`config.mk`:
```
export PLATFORM = sky130hd
export DESIGN_NAME = rrm_bank
export DESIGN_NICKNAME = d
export VERILOG_FILES = /design/src/core/rrm_pkg.sv /design/src/core/rrm_bank.sv /design/src/core/rrm_byte_reg.sv
export SDC_FILE = /design/constraint.sdc
export NUM_CORES = 1
export LEC_CHECK = 0
export BUFFER_PORTS_ARGS = -buffer_cell sky130_fd_sc_hd__clkbuf_2
export CAP_MARGIN = 10
export CELL_PAD_IN_SITES_DETAIL_PLACEMENT = 2
export CELL_PAD_IN_SITES_GLOBAL_PLACEMENT = 2
export CORE_MARGIN = 8
export CORE_UTILIZATION = 34
export DETAILED_ROUTE_END_ITERATION = 16
export PLACE_DENSITY_LB_ADDON = 0.25
export SLEW_MARGIN = 20
export SYNTH_ARGS = -nofsm -noshare
export SYNTH_HDL_FRONTEND = slang
export SYNTH_HIERARCHICAL = 1
export SYNTH_SLANG_ARGS = --single-unit
```
`constraint.sdc`:
```
create_clock -name I_CLK -period 5.2 [get_ports I_CLK]
set_input_delay 0.26 -clock I_CLK [delete_from_list [all_inputs] [get_ports I_CLK]]
set_output_delay 0.26 -clock I_CLK [all_outputs]
set_load 0.02 [all_outputs]
```
`src/core/rrm_pkg.sv`:
```
/*
  rrm_pkg: register offsets, reset values, read-back values and page
  select encodings for the radio register bank.
  assumes: 8-bit data, 6-bit register address space.
*/
package rrm_pkg;
  localparam int unsigned AW = 6;
  localparam int unsigned DW = 8;
  // ---------------------------------------------------------------
  // register offsets
  // ---------------------------------------------------------------
  localparam logic [AW-1:0] ADDR_TRX_STATUS  = 6'h01;
  localparam logic [AW-1:0] ADDR_REG_CTRL    = 6'h10;
  localparam logic [AW-1:0] ADDR_BAT_MON     = 6'h11;
  localparam logic [AW-1:0] ADDR_EXT_ADDR7   = 6'h2b;
  localparam logic [AW-1:0] ADDR_RETRY_CTRL  = 6'h2c;
  localparam logic [AW-1:0] ADDR_SEED_LOW    = 6'h2d;
  localparam logic [AW-1:0] ADDR_SEED_HIGH   = 6'h2e;
  localparam logic [AW-1:0] ADDR_BE_LIMITS   = 6'h2f;
  localparam logic [AW-1:0] ADDR_XCVR_STATE  = 6'h30;
  localparam logic [AW-1:0] ADDR_DIG_TEST    = 6'h36;
  localparam logic [AW-1:0] ADDR_PAGED       = 6'h3b;
  localparam logic [AW-1:0] ADDR_GAIN_TEST   = 6'h3c;
  localparam logic [AW-1:0] ADDR_MOD_TEST    = 6'h3d;
  // ---------------------------------------------------------------
  // power-on reset values
  // ---------------------------------------------------------------
  localparam logic [DW-1:0] RST_ZERO         = 8'h00;
  localparam logic [DW-1:0] RST_BAT_MON      = 8'h02;
  localparam logic [DW-1:0] RST_RETRY_CTRL   = 8'h38;
  localparam logic [DW-1:0] RST_SEED_LOW     = 8'hea;
  localparam logic [DW-1:0] RST_SEED_HIGH    = 8'h42;
  localparam logic [DW-1:0] RST_BE_LIMITS    = 8'h53;
  // ---------------------------------------------------------------
  // practical read-back values
  // ---------------------------------------------------------------
  localparam logic [DW-1:0] RD_REG_CTRL_ON   = 8'h04;
  localparam logic [DW-1:0] RD_BAT_MON_PON   = 8'h22;
  localparam logic [DW-1:0] RD_XCVR_PON      = 8'h11;
  localparam logic [DW-1:0] RD_XCVR_OTHER    = 8'h07;
  localparam logic [DW-1:0] PAGE_SEL_ON      = 8'h01;
  // digital_test_control keeps its test control field in the low nibble
  localparam logic [DW-1:0] MASK_DIG_TEST    = 8'h0f;
  // phase and timing page selects live in the digital test register
  localparam int unsigned   BIT_PHASE_PAGE   = 4;
  localparam int unsigned   BIT_TXTIME_PAGE  = 5;
  typedef enum logic [1:0] {
    RRM_RST_NONE,
    RRM_RST_POWER_ON,
    RRM_RST_PIN_PON,
    RRM_RST_PIN_OTHER
  } rrm_rst_kind_t;
endpackage : rrm_pkg

```
`src/core/rrm_bank.sv`:
```
/*
  rrm_bank: upper register bank of the radio with reset and read-back
  behaviour, reached through the serial port's byte-level access strobes.
  assumes: the serial front end delivers decoded one-cycle read and write
  strobes in the I_CLK domain; regulator, monitor and transceiver status
  levels arrive from other domains and are synchronised here.
*/
`timescale 1ns/1ps
module rrm_bank
  import rrm_pkg::*;
(
  input  wire logic            I_CLK,
  input  wire logic            I_RST_N,
  input  wire logic            I_POR,
  input  wire logic            I_PIN_RST_N,
  input  wire logic            I_RD,
  input  wire logic            I_WR,
  input  wire logic [AW-1:0]   I_ADDR,
  input  wire logic [DW-1:0]   I_WDATA,
  input  wire logic            I_DIG_REG_ON,
  input  wire logic            I_BAT_MON_ON,
  input  wire logic            I_PON_STATE,
  input  wire logic [DW-1:0]   I_PHASE_VALUE,
  output logic      [DW-1:0]   O_RDATA,
  output logic                 O_RVALID,
  output logic      [DW-1:0]   O_RETRY_CTRL,
  output logic      [DW-1:0]   O_SEED_LOW,
  output logic      [DW-1:0]   O_SEED_HIGH,
  output logic      [DW-1:0]   O_BE_LIMITS,
  output logic      [DW-1:0]   O_DIG_TEST,
  output logic      [DW-1:0]   O_TX_TIMING,
  output logic      [DW-1:0]   O_GAIN_TEST,
  output logic      [DW-1:0]   O_MOD_TEST
);
  // ---------------------------------------------------------------
  // synchronisers for pins and foreign status levels
  // ---------------------------------------------------------------
  logic [4:0] meta_reg;
  logic [4:0] meta_next;
  logic [4:0] sync_reg;
  logic [4:0] sync_next;
  // two flops on every foreign level; only the second flop is ever read
  always_comb begin
    meta_next = {I_POR, I_PIN_RST_N, I_DIG_REG_ON, I_BAT_MON_ON, I_PON_STATE};
    sync_next = meta_reg;
  end
  always_ff @(posedge I_CLK) begin
    meta_reg <= meta_next;
    sync_reg <= sync_next;
  end
  wire logic por_s     = sync_reg[4];
  wire logic pin_rst_s = ~sync_reg[3];
  wire logic dreg_on   = sync_reg[2];
  wire logic bat_on    = sync_reg[1];
  wire logic pon_s     = sync_reg[0];
  // the block reset also counts as power-on so no register is ever unset
  wire logic por       = por_s | ~I_RST_N;

  // ---------------------------------------------------------------
  // reset kind, remembered for the transceiver state read-back
  // ---------------------------------------------------------------
  rrm_rst_kind_t kind_reg;
  rrm_rst_kind_t kind_next;
  always_comb begin
    kind_next = kind_reg;
    if (por) begin
      kind_next = RRM_RST_POWER_ON;
    end else if (pin_rst_s) begin
      kind_next = pon_s ? RRM_RST_PIN_PON : RRM_RST_PIN_OTHER;
    end
  end
  always_ff @(posedge I_CLK) begin
    kind_reg <= kind_next;
  end

  // ---------------------------------------------------------------
  // writable registers
  // ---------------------------------------------------------------
  localparam int NRW = 7;
  localparam logic [AW-1:0] RW_ADDR [NRW] = '{ADDR_EXT_ADDR7, ADDR_RETRY_CTRL,
    ADDR_SEED_LOW, ADDR_SEED_HIGH, ADDR_BE_LIMITS, ADDR_GAIN_TEST, ADDR_MOD_TEST};
  localparam logic [DW-1:0] RW_RST [NRW] = '{RST_ZERO, RST_RETRY_CTRL,
    RST_SEED_LOW, RST_SEED_HIGH, RST_BE_LIMITS, RST_ZERO, RST_ZERO};
  localparam logic [DW-1:0] FULL_WMASK = '1;
  // test control nibble plus the two page selects; the rest stays zero
  localparam logic [DW-1:0] DIG_WMASK  = MASK_DIG_TEST | DW'(1 << BIT_PHASE_PAGE)
    | DW'(1 << BIT_TXTIME_PAGE);
  typedef enum logic [1:0] {
    RRM_PAGE_NONE,
    RRM_PAGE_PHASE,
    RRM_PAGE_TXTIME
  } rrm_page_t;
  logic [DW-1:0]  rw_q [NRW];
  logic [DW-1:0]  dig_q;
  logic [DW-1:0]  txt_q;
  logic           txt_page;
  logic           phase_page;
  rrm_page_t      page_view;
  logic [NRW-1:0] we_rw;
  logic           we_dig;
  logic           we_txt;
  assign phase_page = dig_q[BIT_PHASE_PAGE];
  assign txt_page   = dig_q[BIT_TXTIME_PAGE];
  // phase page wins when both selects are set, so a timing write cannot
  // slip in while software believes it is reading measurements
  always_comb begin
    page_view = RRM_PAGE_NONE;
    if (phase_page) begin
      page_view = RRM_PAGE_PHASE;
    end else if (txt_page) begin
      page_view = RRM_PAGE_TXTIME;
    end
  end
  always_comb begin
    we_rw = '0;
    for (int i = 0; i < NRW; i++) begin
      we_rw[i] = I_WR && I_ADDR == RW_ADDR[i];
    end
    we_dig = I_WR && I_ADDR == ADDR_DIG_TEST;
    // tx timing writes land only while its page is selected
    we_txt = I_WR && I_ADDR == ADDR_PAGED && page_view == RRM_PAGE_TXTIME;
  end
  // pin reset leaves the writable bank untouched; only power-on reloads
  for (genvar g = 0; g < NRW; g++) begin : g_rw
    rrm_byte_reg #(.RST_VAL(RW_RST[g]), .WMASK(FULL_WMASK)) u_reg (
      .i_clk  (I_CLK),
      .i_por  (por),
      .i_we   (we_rw[g]),
      .i_wdata(I_WDATA),
      .o_q    (rw_q[g])
    );
  end
  rrm_byte_reg #(.RST_VAL(RST_ZERO), .WMASK(DIG_WMASK)) u_dig (
    .i_clk  (I_CLK),
    .i_por  (por),
    .i_we   (we_dig),
    .i_wdata(I_WDATA),
    .o_q    (dig_q)
  );
  rrm_byte_reg #(.RST_VAL(RST_ZERO), .WMASK(FULL_WMASK)) u_txt (
    .i_clk  (I_CLK),
    .i_por  (por),
    .i_we   (we_txt),
    .i_wdata(I_WDATA),
    .o_q    (txt_q)
  );

  // ---------------------------------------------------------------
  // read mux
  // ---------------------------------------------------------------
  logic [DW-1:0] rdata_reg;
  logic [DW-1:0] rdata_next;
  logic          rvalid_reg;
  logic          rvalid_next;
  always_comb begin
    rdata_next  = rdata_reg;
    rvalid_next = I_RD && !por;
    if (I_RD) begin
      rdata_next = RST_ZERO; // unmapped and reserved read zero
      for (int i = 0; i < NRW; i++) begin
        if (I_ADDR == RW_ADDR[i]) begin
          rdata_next = rw_q[i];
        end
      end
      case (I_ADDR)
        ADDR_REG_CTRL: begin
          rdata_next = dreg_on ? RD_REG_CTRL_ON : RST_ZERO;
        end
        ADDR_BAT_MON: begin
          rdata_next = (bat_on && pon_s) ? RD_BAT_MON_PON : RST_BAT_MON;
        end
        ADDR_XCVR_STATE: begin
          case (kind_reg)
            RRM_RST_POWER_ON:  rdata_next = RD_XCVR_PON;
            RRM_RST_PIN_PON:   rdata_next = RD_XCVR_PON;
            RRM_RST_PIN_OTHER: rdata_next = RD_XCVR_OTHER;
            default:           rdata_next = RST_ZERO;
          endcase
        end
        ADDR_DIG_TEST: begin
          rdata_next = dig_q;
        end
        ADDR_PAGED: begin
          if (phase_page) begin
            rdata_next = I_PHASE_VALUE;
          end else if (txt_page) begin
            rdata_next = txt_q;
          end else begin
            rdata_next = RST_ZERO;
          end
        end
        default: begin
        end
      endcase
    end
    if (por) begin
      rdata_next = RST_ZERO;
    end
  end
  always_ff @(posedge I_CLK) begin
    rdata_reg  <= rdata_next;
    rvalid_reg <= rvalid_next;
  end

  // ---------------------------------------------------------------
  // outputs, each registered
  // ---------------------------------------------------------------
  assign O_RDATA      = rdata_reg;
  assign O_RVALID     = rvalid_reg;
  assign O_RETRY_CTRL = rw_q[1];
  assign O_SEED_LOW   = rw_q[2];
  assign O_SEED_HIGH  = rw_q[3];
  assign O_BE_LIMITS  = rw_q[4];
  assign O_DIG_TEST   = dig_q;
  assign O_TX_TIMING  = txt_q;
  assign O_GAIN_TEST  = rw_q[5];
  assign O_MOD_TEST   = rw_q[6];
endmodule : rrm_bank

```
`src/core/rrm_byte_reg.sv`:
```
/*
  rrm_byte_reg: one writable byte register with a power-on default.
  assumes: write strobe and address decode come from the bank.
*/
`timescale 1ns/1ps
module rrm_byte_reg #(
  parameter logic [7:0] RST_VAL = 8'h00,
  parameter logic [7:0] WMASK   = 8'hff
) (
  input  wire logic       i_clk,
  input  wire logic       i_por,
  input  wire logic       i_we,
  input  wire logic [7:0] i_wdata,
  output logic      [7:0] o_q
);
  logic [7:0] q_reg;
  logic [7:0] q_next;

  always_comb begin
    q_next = q_reg;
    if (i_por) begin
      q_next = RST_VAL;
    end else if (i_we) begin
      q_next = i_wdata & WMASK;
    end
  end

  always_ff @(posedge i_clk) begin
    q_reg <= q_next;
  end

  assign o_q = q_reg;
endmodule : rrm_byte_reg

```
# After elaboration in Yosys (flattened, before gate mapping)
# Index checks and enable logic that the tools add are counted.
# word_totals
inputBits	31
output_inout_bits	73
ff_bits	91
word_cells	62
# op_classes
mux	16
n_bitwise	2
eq_ne	16
n_reduce_logical	14
# op_table
operator	n
$mux 8	9
$eq 6x6->1 const B	10
$pmux 8 s5	1
$eq 6x5->1 const B	2
$logic_and 1x1->1	12
$pmux 5 s2	1
$eq 2x2->1 const B	3
$mux 6	1
$mux 2	2
$mux 3	1
$eq 2x1->1 const B	1
$reduce_or 2->1	1
$logic_not 1->1	1
$mux 1	1
$not 1->1	1
$or 1x1->1	1

# Depth between registers and ports, before layout
# Gate-level depths: netlist of the first run.
# logic_depth
depth_word	9
ltp_mapped	8

# Hierarchy
# The synthesis of the first run kept the hierarchy.
# modules_own_cells
module	n_inst	seq_area_each_um2	area_each_um2	cells_each
rrm_bank	1	420.4	1580.3	209
rrm_byte_reg at g_rw[0].u_reg ...	4	160.2	285.3	26
rrm_byte_reg at g_rw[2].u_reg	1	160.2	299.0	26
rrm_byte_reg at g_rw[4].u_reg	1	160.2	297.8	26
rrm_byte_reg at g_rw[1].u_reg	1	160.2	295.3	26
rrm_byte_reg at g_rw[3].u_reg	1	160.2	292.8	26
rrm_byte_reg at u_dig	1	120.1	232.7	22

# Least setup slack after synthesis of the first run
# OpenSTA, ideal clock, no wires.
# synth_path
path_type	input -> register
from	input port I_ADDR[2]
to	register g_rw[1].u_reg.q_reg[3]
t_arrival_ps	1798
setup_time_ps	120
required_ps	5080
stages	8
setup_slack_ps	3282
path_buffers	3
path_cell_list	clkbuf_2 > nand4b_2 > clkbuf_1 > or2_2 > nor3_1 > buf_6 > nor2b_2 > a211o_1
# synth_via
elab_chain_len	2
# synth_lines
element	line_no	text
from (decl)	rrm_bank.sv:18	input wire logic [AW-1:0] I_ADDR,
$eq 6x6->1	rrm_bank.sv:117	we_rw[i] = I_WR && I_ADDR == RW_ADDR[i];
$logic_and 1x1->1	rrm_bank.sv:117	
net we_rw[1]	rrm_bank.sv:99	logic [NRW-1:0] we_rw;
to (signal assigned)	rrm_byte_reg.sv:29	q_reg <= q_next;
to (decl)	rrm_byte_reg.sv:16	logic [7:0] q_reg;
# The timed path passes the listed nets, and every way through them passes these cells.
# A chain may end at the register's enable or synchronous reset.

# Final worst setup path of the first run
# layout_path
from	input port I_ADDR[4]
to	register g_rw[2].u_reg.q_reg[7]
# layout_via
elab_chain_len	2
# layout_lines
element	line_no
$eq 6x6->1	rrm_bank.sv:117
$logic_and 1x1->1	rrm_bank.sv:117
net we_rw[2]	rrm_bank.sv:99
to (signal assigned)	rrm_byte_reg.sv:29
to (decl)	rrm_byte_reg.sv:16
# The timed path passes the listed nets, and every way through them passes these cells.

==> results of run 1 <==
report_power, final:
group / internal, mW / total (mW) / switching, mW / leakage, nW
Sequential: 0.705 / 0.709 / 0.00421 / 0.738
Combinational: 0.0302 / 0.102 / 0.0717 / 0.987
Clock: 0.385 / 0.674 / 0.288 / 0.148
layout make-up:
class | instances | area (um^2) | area share, %
repair buffers | 107 | 556 | 11.2
clock buffers | 10 | 239 | 4.80
clock inverters | 6 | 65.1 | 1.31
inverters | 15 | 56.3 | 1.13
multi-input cells | 301 | 2060 | 41.3
flip-flops and latches | 91 | 1820 | 36.6
well taps | 147 | 184 | 3.69
placed cells by master, fill, tap and decap left out, types with 8 or more instances in the layout:
master / n
clkbuf_16: 9
mux2i_1: 57
clkbuf_2: 101
nor3_1: 15
dfxtp_1: 91
a221oi_1: 11
o21ai_0: 14
a21oi_1: 8
a211o_1: 13
nor2_1: 84
inv_1: 14
nand2_1: 10
metal layers:
layer	track usage [%]	wire length, um
met5	0	0
met2	33.6	7540
met4	6.58	199
met3	4.32	756
met1	24.0	6860
final timing paths:
kind / cells past startpoint / to / start / slack [ps]
hold / removal: 1 / meta_reg[0] / I_PON_STATE / 10
hold reg to reg: 0 / sync_reg[3] / meta_reg[3] / 330
setup reg to reg: 5 / O_RDATA[3] / u_dig/o_q[4] / 3080
setup / recovery: 6 / g_rw[2].u_reg/o_q[7] / I_ADDR[4] / 2790
cells in the mapped netlist (all sizes together) (4+ instances only):
| cell type | count |
|---|---|
| o2bb2ai | 5 |
| dfxtp | 91 |
| a22o | 4 |
| inv | 15 |
| buf | 25 |
| nor2b | 12 |
| o21ai | 14 |
| nor2 | 84 |
| a22oi | 5 |
| a211o | 15 |
| clkbuf | 8 |
| and2b | 4 |
| a221oi | 11 |
| nand2 | 10 |
| o22ai | 4 |
| or2 | 4 |
| mux2i | 57 |
| mux2 | 5 |
| nor3 | 16 |
| a21oi | 8 |
critical path, stage by stage:
cell and delay, ps:
clkbuf_2 130, nand4b_2 530, or2_2 490, nor2_1 710, and2b_2 310, a211o_1 220
what timing repair did:
item,CTS,global route
hold buffers,2,0
gates resized for setup,0,0
endpoints found under the setup margin,0,0
buffers inserted,0,0
hold endpoints to repair,2,0
kinds of logic after synthesis:
| family | synth area share, % |
|---|---|
| simple gates | 17.9 |
| flops | 44.0 |
| compound gates | 15.8 |
| mux | 15.1 |
| buf+inv | 6.47 |
| fa+ha+maj | 0.604 |
| other cells | 0.0906 |
metrics by stage:
stage | std cells | hold WS [ps] | setup WS, ps | cell area (um^2)
2_1_floorplan | 440 | 288 | 3280 | 4140
4_1_cts | 677 | 5.50 | 2810 | 4980
3_5_place_dp | 659 | 318 | 2470 | 4660
5_1_grt | 677 | 5.26 | 2580 | 4980
6_report | 677 | 11.7 | 2790 | 4980
3_3_place_gp | 659 | 311 | 2600 | 4660
==> reports/qor.yml, run 1 <==
routed_wl_um: 15400
grt_pass1_wl_um: 24100
cts_root_buf: "clkbuf_16"
initial_core_util_pct: 34.6
crit_fanout: 19
place_congestion: 0.803
drv_slew: 0
clock-sinks: 91
synth.top_cell.area_share_pct: 44.0
cts_made_buffers: 9
cap_violations: 0
max_slew_margin_pct: 30.2
avgViaCountPerCell: 5.39
finalCoreUtilization_pct: 41.6
avgRoutedWirePerCell_um: 22.7
tightest_slew_ps: 1040
num_antenna_cells: 0
fin_skew_ps: 6.47
hold_class: "in -> reg"
peakVddDrop_mv: 0.172
grt_max_degree: 40
grtUsageTotal_pct: 19.7
crit_type: "in -> reg"
drtIter0Drc: 162
grt-ovfl-total: 0
finalCritPeriodShare_pct: 46.3
io_buffers: 101
cp-start-kind: "input port"
cts_tree: "done"
hold_viol_final: 0
avgSynthCellArea_um2: 9.43
endpoint_kind: "flip-flop"
die_h_um: 126
synth.cell_area_mm2: 0.00414
worstPathArrival_ps: 2660
row_count: 40
clkTransAtPathRegs_ps: 70
fillers: 1340
synthTopCellsByArea: "dfxtp_1, mux2i_1, nor2_1, a211o_1, buf_6"
nets: 558
dieWidth_um: 126
drt-pass1-iter-count: 4
largest_reg_flops: 56
yosysSeqAreaShare_pct: 44.0
status: "completed"
synth_enable_flop_cells: 0
first_global_vias: 4070
insertion_delay_ps: 360
tns_ps: 0
p_per_area_mw_per_mm2: 298
yosys_warnings: 6
cp_data_required_time_ps: 5450
dieArea_mm2: 0.0160
io_pins: 104
clock_path_buffers: 2
fmax_mhz: 415
ys_ff_latch: 91
p_leak_nw: 1.87
total_power_mw: 1.48
netlist.top_cell.by_area: "dfxtp_1"
synth.distinct_cells: 54
vias: 3652
syn-instance-count: 439
syn2layout_area_growth_pct: 20.3
finalSetupViolations: 0
core_mm2: 0.0120
period_needed_ps: 2410
dp_hpwl_um: 11300
antenna_left: 0
htree_levels: 3
drc_errors: 0
synthArstFlopShare_pct: 0
layout-drive-gt1-share_pct: 28.1
rsz0062_at_grt: "no"
grt_antenna_before_repair: 0
synth_flop_cell: "dfxtp_1"
Note: power is estimated with default switching activity, not from simulation.
==> run 2, diff against run 1 <==
- ABC_AREA: not set -> 1
- CORE_UTILIZATION: 34 -> 28
- clock period: 5.2 -> 2.35 ns (I/O delays scaled with it)
==> run 2 against run 1 <==
Compared with the run above: first-iteration DRC count rose by 8.0%; critical path type is now reg -> reg; critical endpoint is now O_RDATA[0]; synthesized cell count increased by 50%; highest routed layer unchanged; sequential cell count did not move; routed wire length rose by 18%; clock power grew 96%.
==> reports/qor.yml, run 2 <==
rsz0062_at_grt: "no"
cp_common_cell: "nor2_1"
cts_tree: "done"
first_global_vias: 4989  # +23%
path_buf_inv: 0  # -1
cp-start-kind: "flip-flop"
dieArea_mm2: 0.0196  # +23%
routed_wl_um: 18100  # +18%
critPathTopFamily: "flip-flops"
syn-instance-count: 658  # +50%
dieWidth_um: 140  # +11%
p_leak_nw: 2.50  # +33%
finalCoreUtilization_pct: 34.9  # -6.8 points
netlist.top_cell.by_area: "dfxtp_1"
stdcell_count: 959  # +42%
synth-simple-area-share_pct: 39.9  # +22 points
num_antenna_cells: 0  # unchanged
synth_xor_area_share_pct: 0  # unchanged
place_congestion: 0.813  # +1.1%
avgSynthCellArea_um2: 6.54  # -31%
synth.cell_area_mm2: 0.00430  # +3.9%
status: "completed"
yosys_warnings: 6  # unchanged
insertion_delay_ps: 350  # about the same
hold_viol_final: 0  # unchanged
dpl.cell_count: 940  # +43%
peakVddDrop_mv: 0.327  # +90%
worstPathCellList: "nor2_1 > a22oi_1 > or2_0 > o2111ai_1 > nor2_1 > nor2_1"
synth_enable_flop_cells: 0  # unchanged
cp_data_required_time_ps: 2590  # -2860 ps
total_power_mw: 3.14  # +110%
antenna_left: 0  # unchanged
tns_ps: 0  # unchanged
drv_slew: 0  # unchanged
synth.top_cell.area_share_pct: 42.4  # -1.7 points
grt_max_degree: 18  # -55%
fillers: 1888  # +41%
finalCritPeriodShare_pct: 75.0
endpoint_kind: "flip-flop"
synth_top_family_by_area: "simple AND/OR/NAND/NOR gates"
synthAdderAreaFrac_pct: 0.582  # -0.023 points
cts_root_buf: "clkbuf_16"
cp_slowest_cell: "dfxtp_1"
row_count: 45  # +13%
syn2layout_area_growth_pct: 22.3
core_mm2: 0.0151  # +26%
initial_core_util_pct: 28.5  # -6.1 points
cap_violations: 0  # unchanged
final_cell_mix: "nand2_1, nor2_1, clkbuf_2"
die_h_um: 140  # +11%
drc_errors: 0  # unchanged
pre_cts_ws_ps: 610  # -1860 ps
layout-drive-gt1-share_pct: 18.7  # -9.4 points
synthTopCellsByArea: "dfxtp_1, nand2_1, nor2_1, inv_1, nand3_1"
period_needed_ps: 1760
dp_hpwl_um: 14100  # +25%
hold_class: "in -> reg"
io_buffers: 101  # unchanged
clock-sinks: 91  # unchanged
yosysSeqAreaShare_pct: 42.4  # -1.7 points
cpPeakStageDelay_ps: 650  # -60 ps
worstPathArrival_ps: 2010  # -650 ps
synth_flop_cell: "dfxtp_1"
ys_ff_latch: 91  # unchanged
synth_common_cells: "nand2_1, nor2_1, inv_1"
place_area_mm2: 0.00496  # +6.5%
finalInstanceArea_mm2: 0.00526  # +5.6%
synth.distinct_cells: 28  # -48%
holdWs_ps: 223  # +211 ps
p_per_area_mw_per_mm2: 597  # +100%
synthArstFlopShare_pct: 0  # unchanged
htree_levels: 3  # unchanged
cts_setup_buffers: 0  # unchanged
finalSetupViolations: 0  # unchanged
cts_made_buffers: 9  # unchanged
crit_type: "reg -> reg"
nets: 801  # +44%
crit_fanout: 13  # -6
fin_ws_ps: 587  # -2200 ps
vias: 4501  # +23%
tightest_slew_ps: 766  # -277 ps
fmax_mhz: 567
multiInputGateArea_mm2: 0.00195  # -5.3%
largest_reg_flops: 56  # unchanged
drtIter0Drc: 175  # +8.0%
grt_pass1_wl_um: 28200  # +17%
grt_antenna_before_repair: 0  # unchanged
max_slew_margin_pct: 48.8  # +19 points
synth_most_common_cell: "nand2_1"
muxShareOfSynthArea_pct: 0  # -15 points
io_pins: 104  # unchanged
avgRoutedWirePerCell_um: 18.9  # -17%
clkTransAtPathRegs_ps: 60  # about the same
drt-pass1-iter-count: 4  # unchanged
fin_skew_ps: 7.81  # +1.34 ps
seq_area_mm2: 0.00182  # unchanged
grt-ovfl-total: 0  # unchanged
clock_path_buffers: 2  # unchanged
grtUsageTotal_pct: 18.8  # -0.85 points
avgViaCountPerCell: 4.69  # -13%
final_common_cell: "nand2_1"
synth-compound-area-share_pct: 4.42  # -11 points
run 2: cell count changes after synthesis, moves of 9 or more:
| cell | change |
|---|---|
| a211o_1 | -13 |
| a221oi_1 | -11 |
| inv_1 | +81 |
| mux2i_1 | -57 |
| nand2_1 | +179 |
| nand3_1 | +32 |
| nand4_1 | +10 |
| nor2_1 | +75 |
| nor2_2 | +9 |
| nor3_1 | -12 |
run 2: where the power goes:
group / total, mW / internal (mW) / switching (mW)
Sequential: 1.57 / 1.56 / 0.0112
Clock: 1.32 / 0.703 / 0.614
Combinational: 0.253 / 0.0738 / 0.179
Total: 3.14 / 2.34 / 0.804
run 2: what timing repair did:
action,CTS,global route
gates resized for setup,0,0
endpoints found under the hold margin,5,0
hold buffers,5,0
run 2: worst paths after layout:
check	slack [ps]	start	cells after the start	endpoint
setup / recovery	590	u_dig/o_q[4]	6	O_RDATA[0]
hold / removal	220	I_RD	3	O_RVALID
setup reg to reg	590	u_dig/o_q[4]	6	O_RDATA[0]
hold reg to reg	330	meta_reg[0]	0	sync_reg[0]
run 2: worst min-delay path: cells and delay by family:
kind | cells | cell delay, ps
simple gates | 1 | 50
buf+inv | 2 | 360
run 2: area by class of cell:
type	instances	share of cell area, %
clock buffers	11	4.42
inverters	99	7.06
flip-flops and latches	91	34.6
repair buffers	116	12.0
multi-input cells	451	37.1
clock inverters	3	0.333
well taps	188	4.47
run 2: kinds of logic after synthesis:
family / after synthesis
buffers and inverters: 117
flip-flops: 91
adder cells (fa/ha/maj): 2
AND/OR/NAND/NOR: 418
AO/OA/AOI/OAI: 29
other: 1
run 2: metal layers:
layer  share of wire, %  global-route usage, %  wire length, um  vias to the layer above
met5                  0                      0                0                        -
met4                1.5                   5.26              276                        0
met3                3.7                   4.18              678                       21
met2                 50                   33.6             9130                       77
met1                 44                   22.2             8050                     2199
li1                   -                      -                -                     2204
==> run 3, diff against run 2 <==
- CORE_UTILIZATION: 28 -> 25
- clock period: 2.35 -> 1.44 ns (I/O delays scaled with it)
==> run 3 against run 2 <==
Compared with the run above: design area rose by 4.7%; utilization decreased by 2.6 points; non-clock buffer count increased by 18; global-route usage fell by 1.1 points; combinational power grew 75%; via count increased by 1.3%; worst hold slack got worse by 28 ps; setup slack got worse by 550 ps; die area grew 11%.
==> reports/qor.yml, run 3 (same netlist as run 2, synthesis figures left out) <==
fin_ws_ps: 41.9  # -545 ps
finalCritPeriodShare_pct: 97.1  # +22 points
endpoint_kind: "flip-flop"
fin_skew_ps: 7.56  # -0.259 ps
finalCoreUtilization_pct: 32.3  # -2.6 points
nets: 819  # +2.2%
peakVddDrop_mv: 0.507  # +55%
clock-sinks: 91  # unchanged
dp_hpwl_um: 14700  # +4.4%
grtUsageTotal_pct: 17.7  # -1.1 points
grt_antenna_before_repair: 0  # unchanged
crit_type: "reg -> reg"
final_common_cell: "nand2_1"
cp-start-kind: "flip-flop"
stdcell_count: 1014  # +5.7%
pwr-share-clk_pct: 45.6  # +3.7 points
syn2layout_area_growth_pct: 28.1
drtIter0Drc: 211  # +21%
die_h_um: 147  # +5.2%
cp_data_required_time_ps: 1720  # -870 ps
dpl.cell_count: 995  # +5.9%
p_sw_mw: 1.34  # +67%
cts_made_buffers: 9  # unchanged
dieWidth_um: 147  # +5.2%
status: "completed"
pwr-share-comb_pct: 8.0  # about the same
first_global_vias: 5185  # +3.9%
htree_levels: 3  # unchanged
antenna_left: 0  # unchanged
vias: 4560  # +1.3%
holdWs_ps: 194  # -28.5 ps
hold_viol_final: 0  # unchanged
grt-ovfl-total: 0  # unchanged
grt_pass1_wl_um: 29700  # +5.4%
drc_errors: 0  # unchanged
p_leak_nw: 2.62  # +4.7%
cap_violations: 0  # unchanged
rsz0062_at_grt: "yes"
io_pins: 104  # unchanged
worstPathArrival_ps: 1670  # -340 ps
final_cell_mix: "nand2_1, nor2_1, clkbuf_2"
p_per_area_mw_per_mm2: 1000  # +68%
drv_slew: 0  # unchanged
switching_share_pct: 24.3  # -1.3 points
pwr-share-seq_pct: 46.4  # -3.6 points
avgViaCountPerCell: 4.50  # -4.2%
tightest_slew_ps: 691  # -74.4 ps
hold_class: "in -> reg"
num_antenna_cells: 0  # unchanged
initial_core_util_pct: 25.2  # -3.3 points
layout-drive-gt1-share_pct: 20.9  # +2.2 points
grt_max_degree: 18  # unchanged
cts_tree: "done"
fmax_mhz: 715  # +26%
dieArea_mm2: 0.0217  # +11%
place_congestion: 0.834  # +2.7%
routed_wl_um: 18800  # +3.6%
finalSetupViolations: 0  # unchanged
io_buffers: 101  # unchanged
pre_cts_ws_ps: -206  # -816 ps
crit_fanout: 6  # -7
insertion_delay_ps: 340  # about the same
core_mm2: 0.0171  # +13%
drt-pass1-iter-count: 4  # unchanged
largest_reg_flops: 56  # unchanged
max_slew_margin_pct: 53.7  # +5.0 points
cts_root_buf: "clkbuf_16"
clkTransAtPathRegs_ps: 70  # about the same
intPower_mw: 4.19  # +79%
row_count: 48  # +6.7%
avgRoutedWirePerCell_um: 18.5  # -2.0%
clock_path_buffers: 2  # unchanged
period_needed_ps: 1400  # -365 ps
[run 3: path summary, 6_finish.rpt]
path / startpoint / end / slack, ps / cells after the start
worst min register to register: meta_reg[4] / sync_reg[4] / 330 / 0
worst max register to register: u_dig/o_q[5] / O_RDATA[3] / 40 / 7
worst max-delay path: u_dig/o_q[5] / O_RDATA[3] / 40 / 7
worst min-delay path: I_RD / O_RVALID / 190 / 3
[run 3: layout make-up]
| class | instances | area [um^2] |
|---|---|---|
| Tap cell | 225 | 282 |
| Sequential cell | 91 | 1820 |
| Multi-Input combinational cell | 451 | 1970 |
| Inverter | 99 | 372 |
| Clock buffer | 11 | 233 |
| Timing Repair Buffer | 134 | 766 |
| Fill cell | 2127 | 11500 |
| Clock inverter | 3 | 65.1 |
[run 3: metal layers]
metal | GRT usage, % | vias up | wire length [um]
met5 | 0 | - | 0
met4 | 4.59 | 0 | 216
met3 | 2.71 | 13 | 680
met2 | 31.2 | 84 | 9360
met1 | 21.9 | 2223 | 8540
li1 | - | 2240 | -
[run 3: power by group through the flow]
stage / sequential, mW / combinational [mW] / clock [mW]
floorplan: 2.63 / 0.202 / 0
global placement: 2.62 / 0.419 / 0
detailed placement: 2.62 / 0.437 / 0
CTS: 2.56 / 0.452 / 2.59
global route: 2.57 / 0.494 / 2.69
finish: 2.56 / 0.443 / 2.52
[run 3: timing repair]
action | 4_1_cts | 5_1_grt
hold buffers | 5 | 0
buffers inserted | 0 | 0
pin swaps | 0 | 1
hold endpoints to repair | 5 | 0
endpoints found under the setup margin | 4 | 14
gates resized for setup | 1 | 5
[run 3: metrics by stage]
step / power [mW] / instance area (um^2) / TNS, ps
6_report: 5.53 / 5510 / 0
3_3_place_gp: 3.04 / 5140 / -1120
5_1_grt: 5.75 / 5510 / -205
2_1_floorplan: 2.83 / 4310 / 0
4_1_cts: 5.61 / 5490 / 0
3_5_place_dp: 3.06 / 5140 / -2930
[run 3: worst max-delay path: stages (launching register included)]
cell,delay (ps)
dfxtp_1,340
inv_1,80
nor2_2,220
buf_4,170
a22oi_1,60
o211ai_1,260
nor2_1,90
nor2_1,100
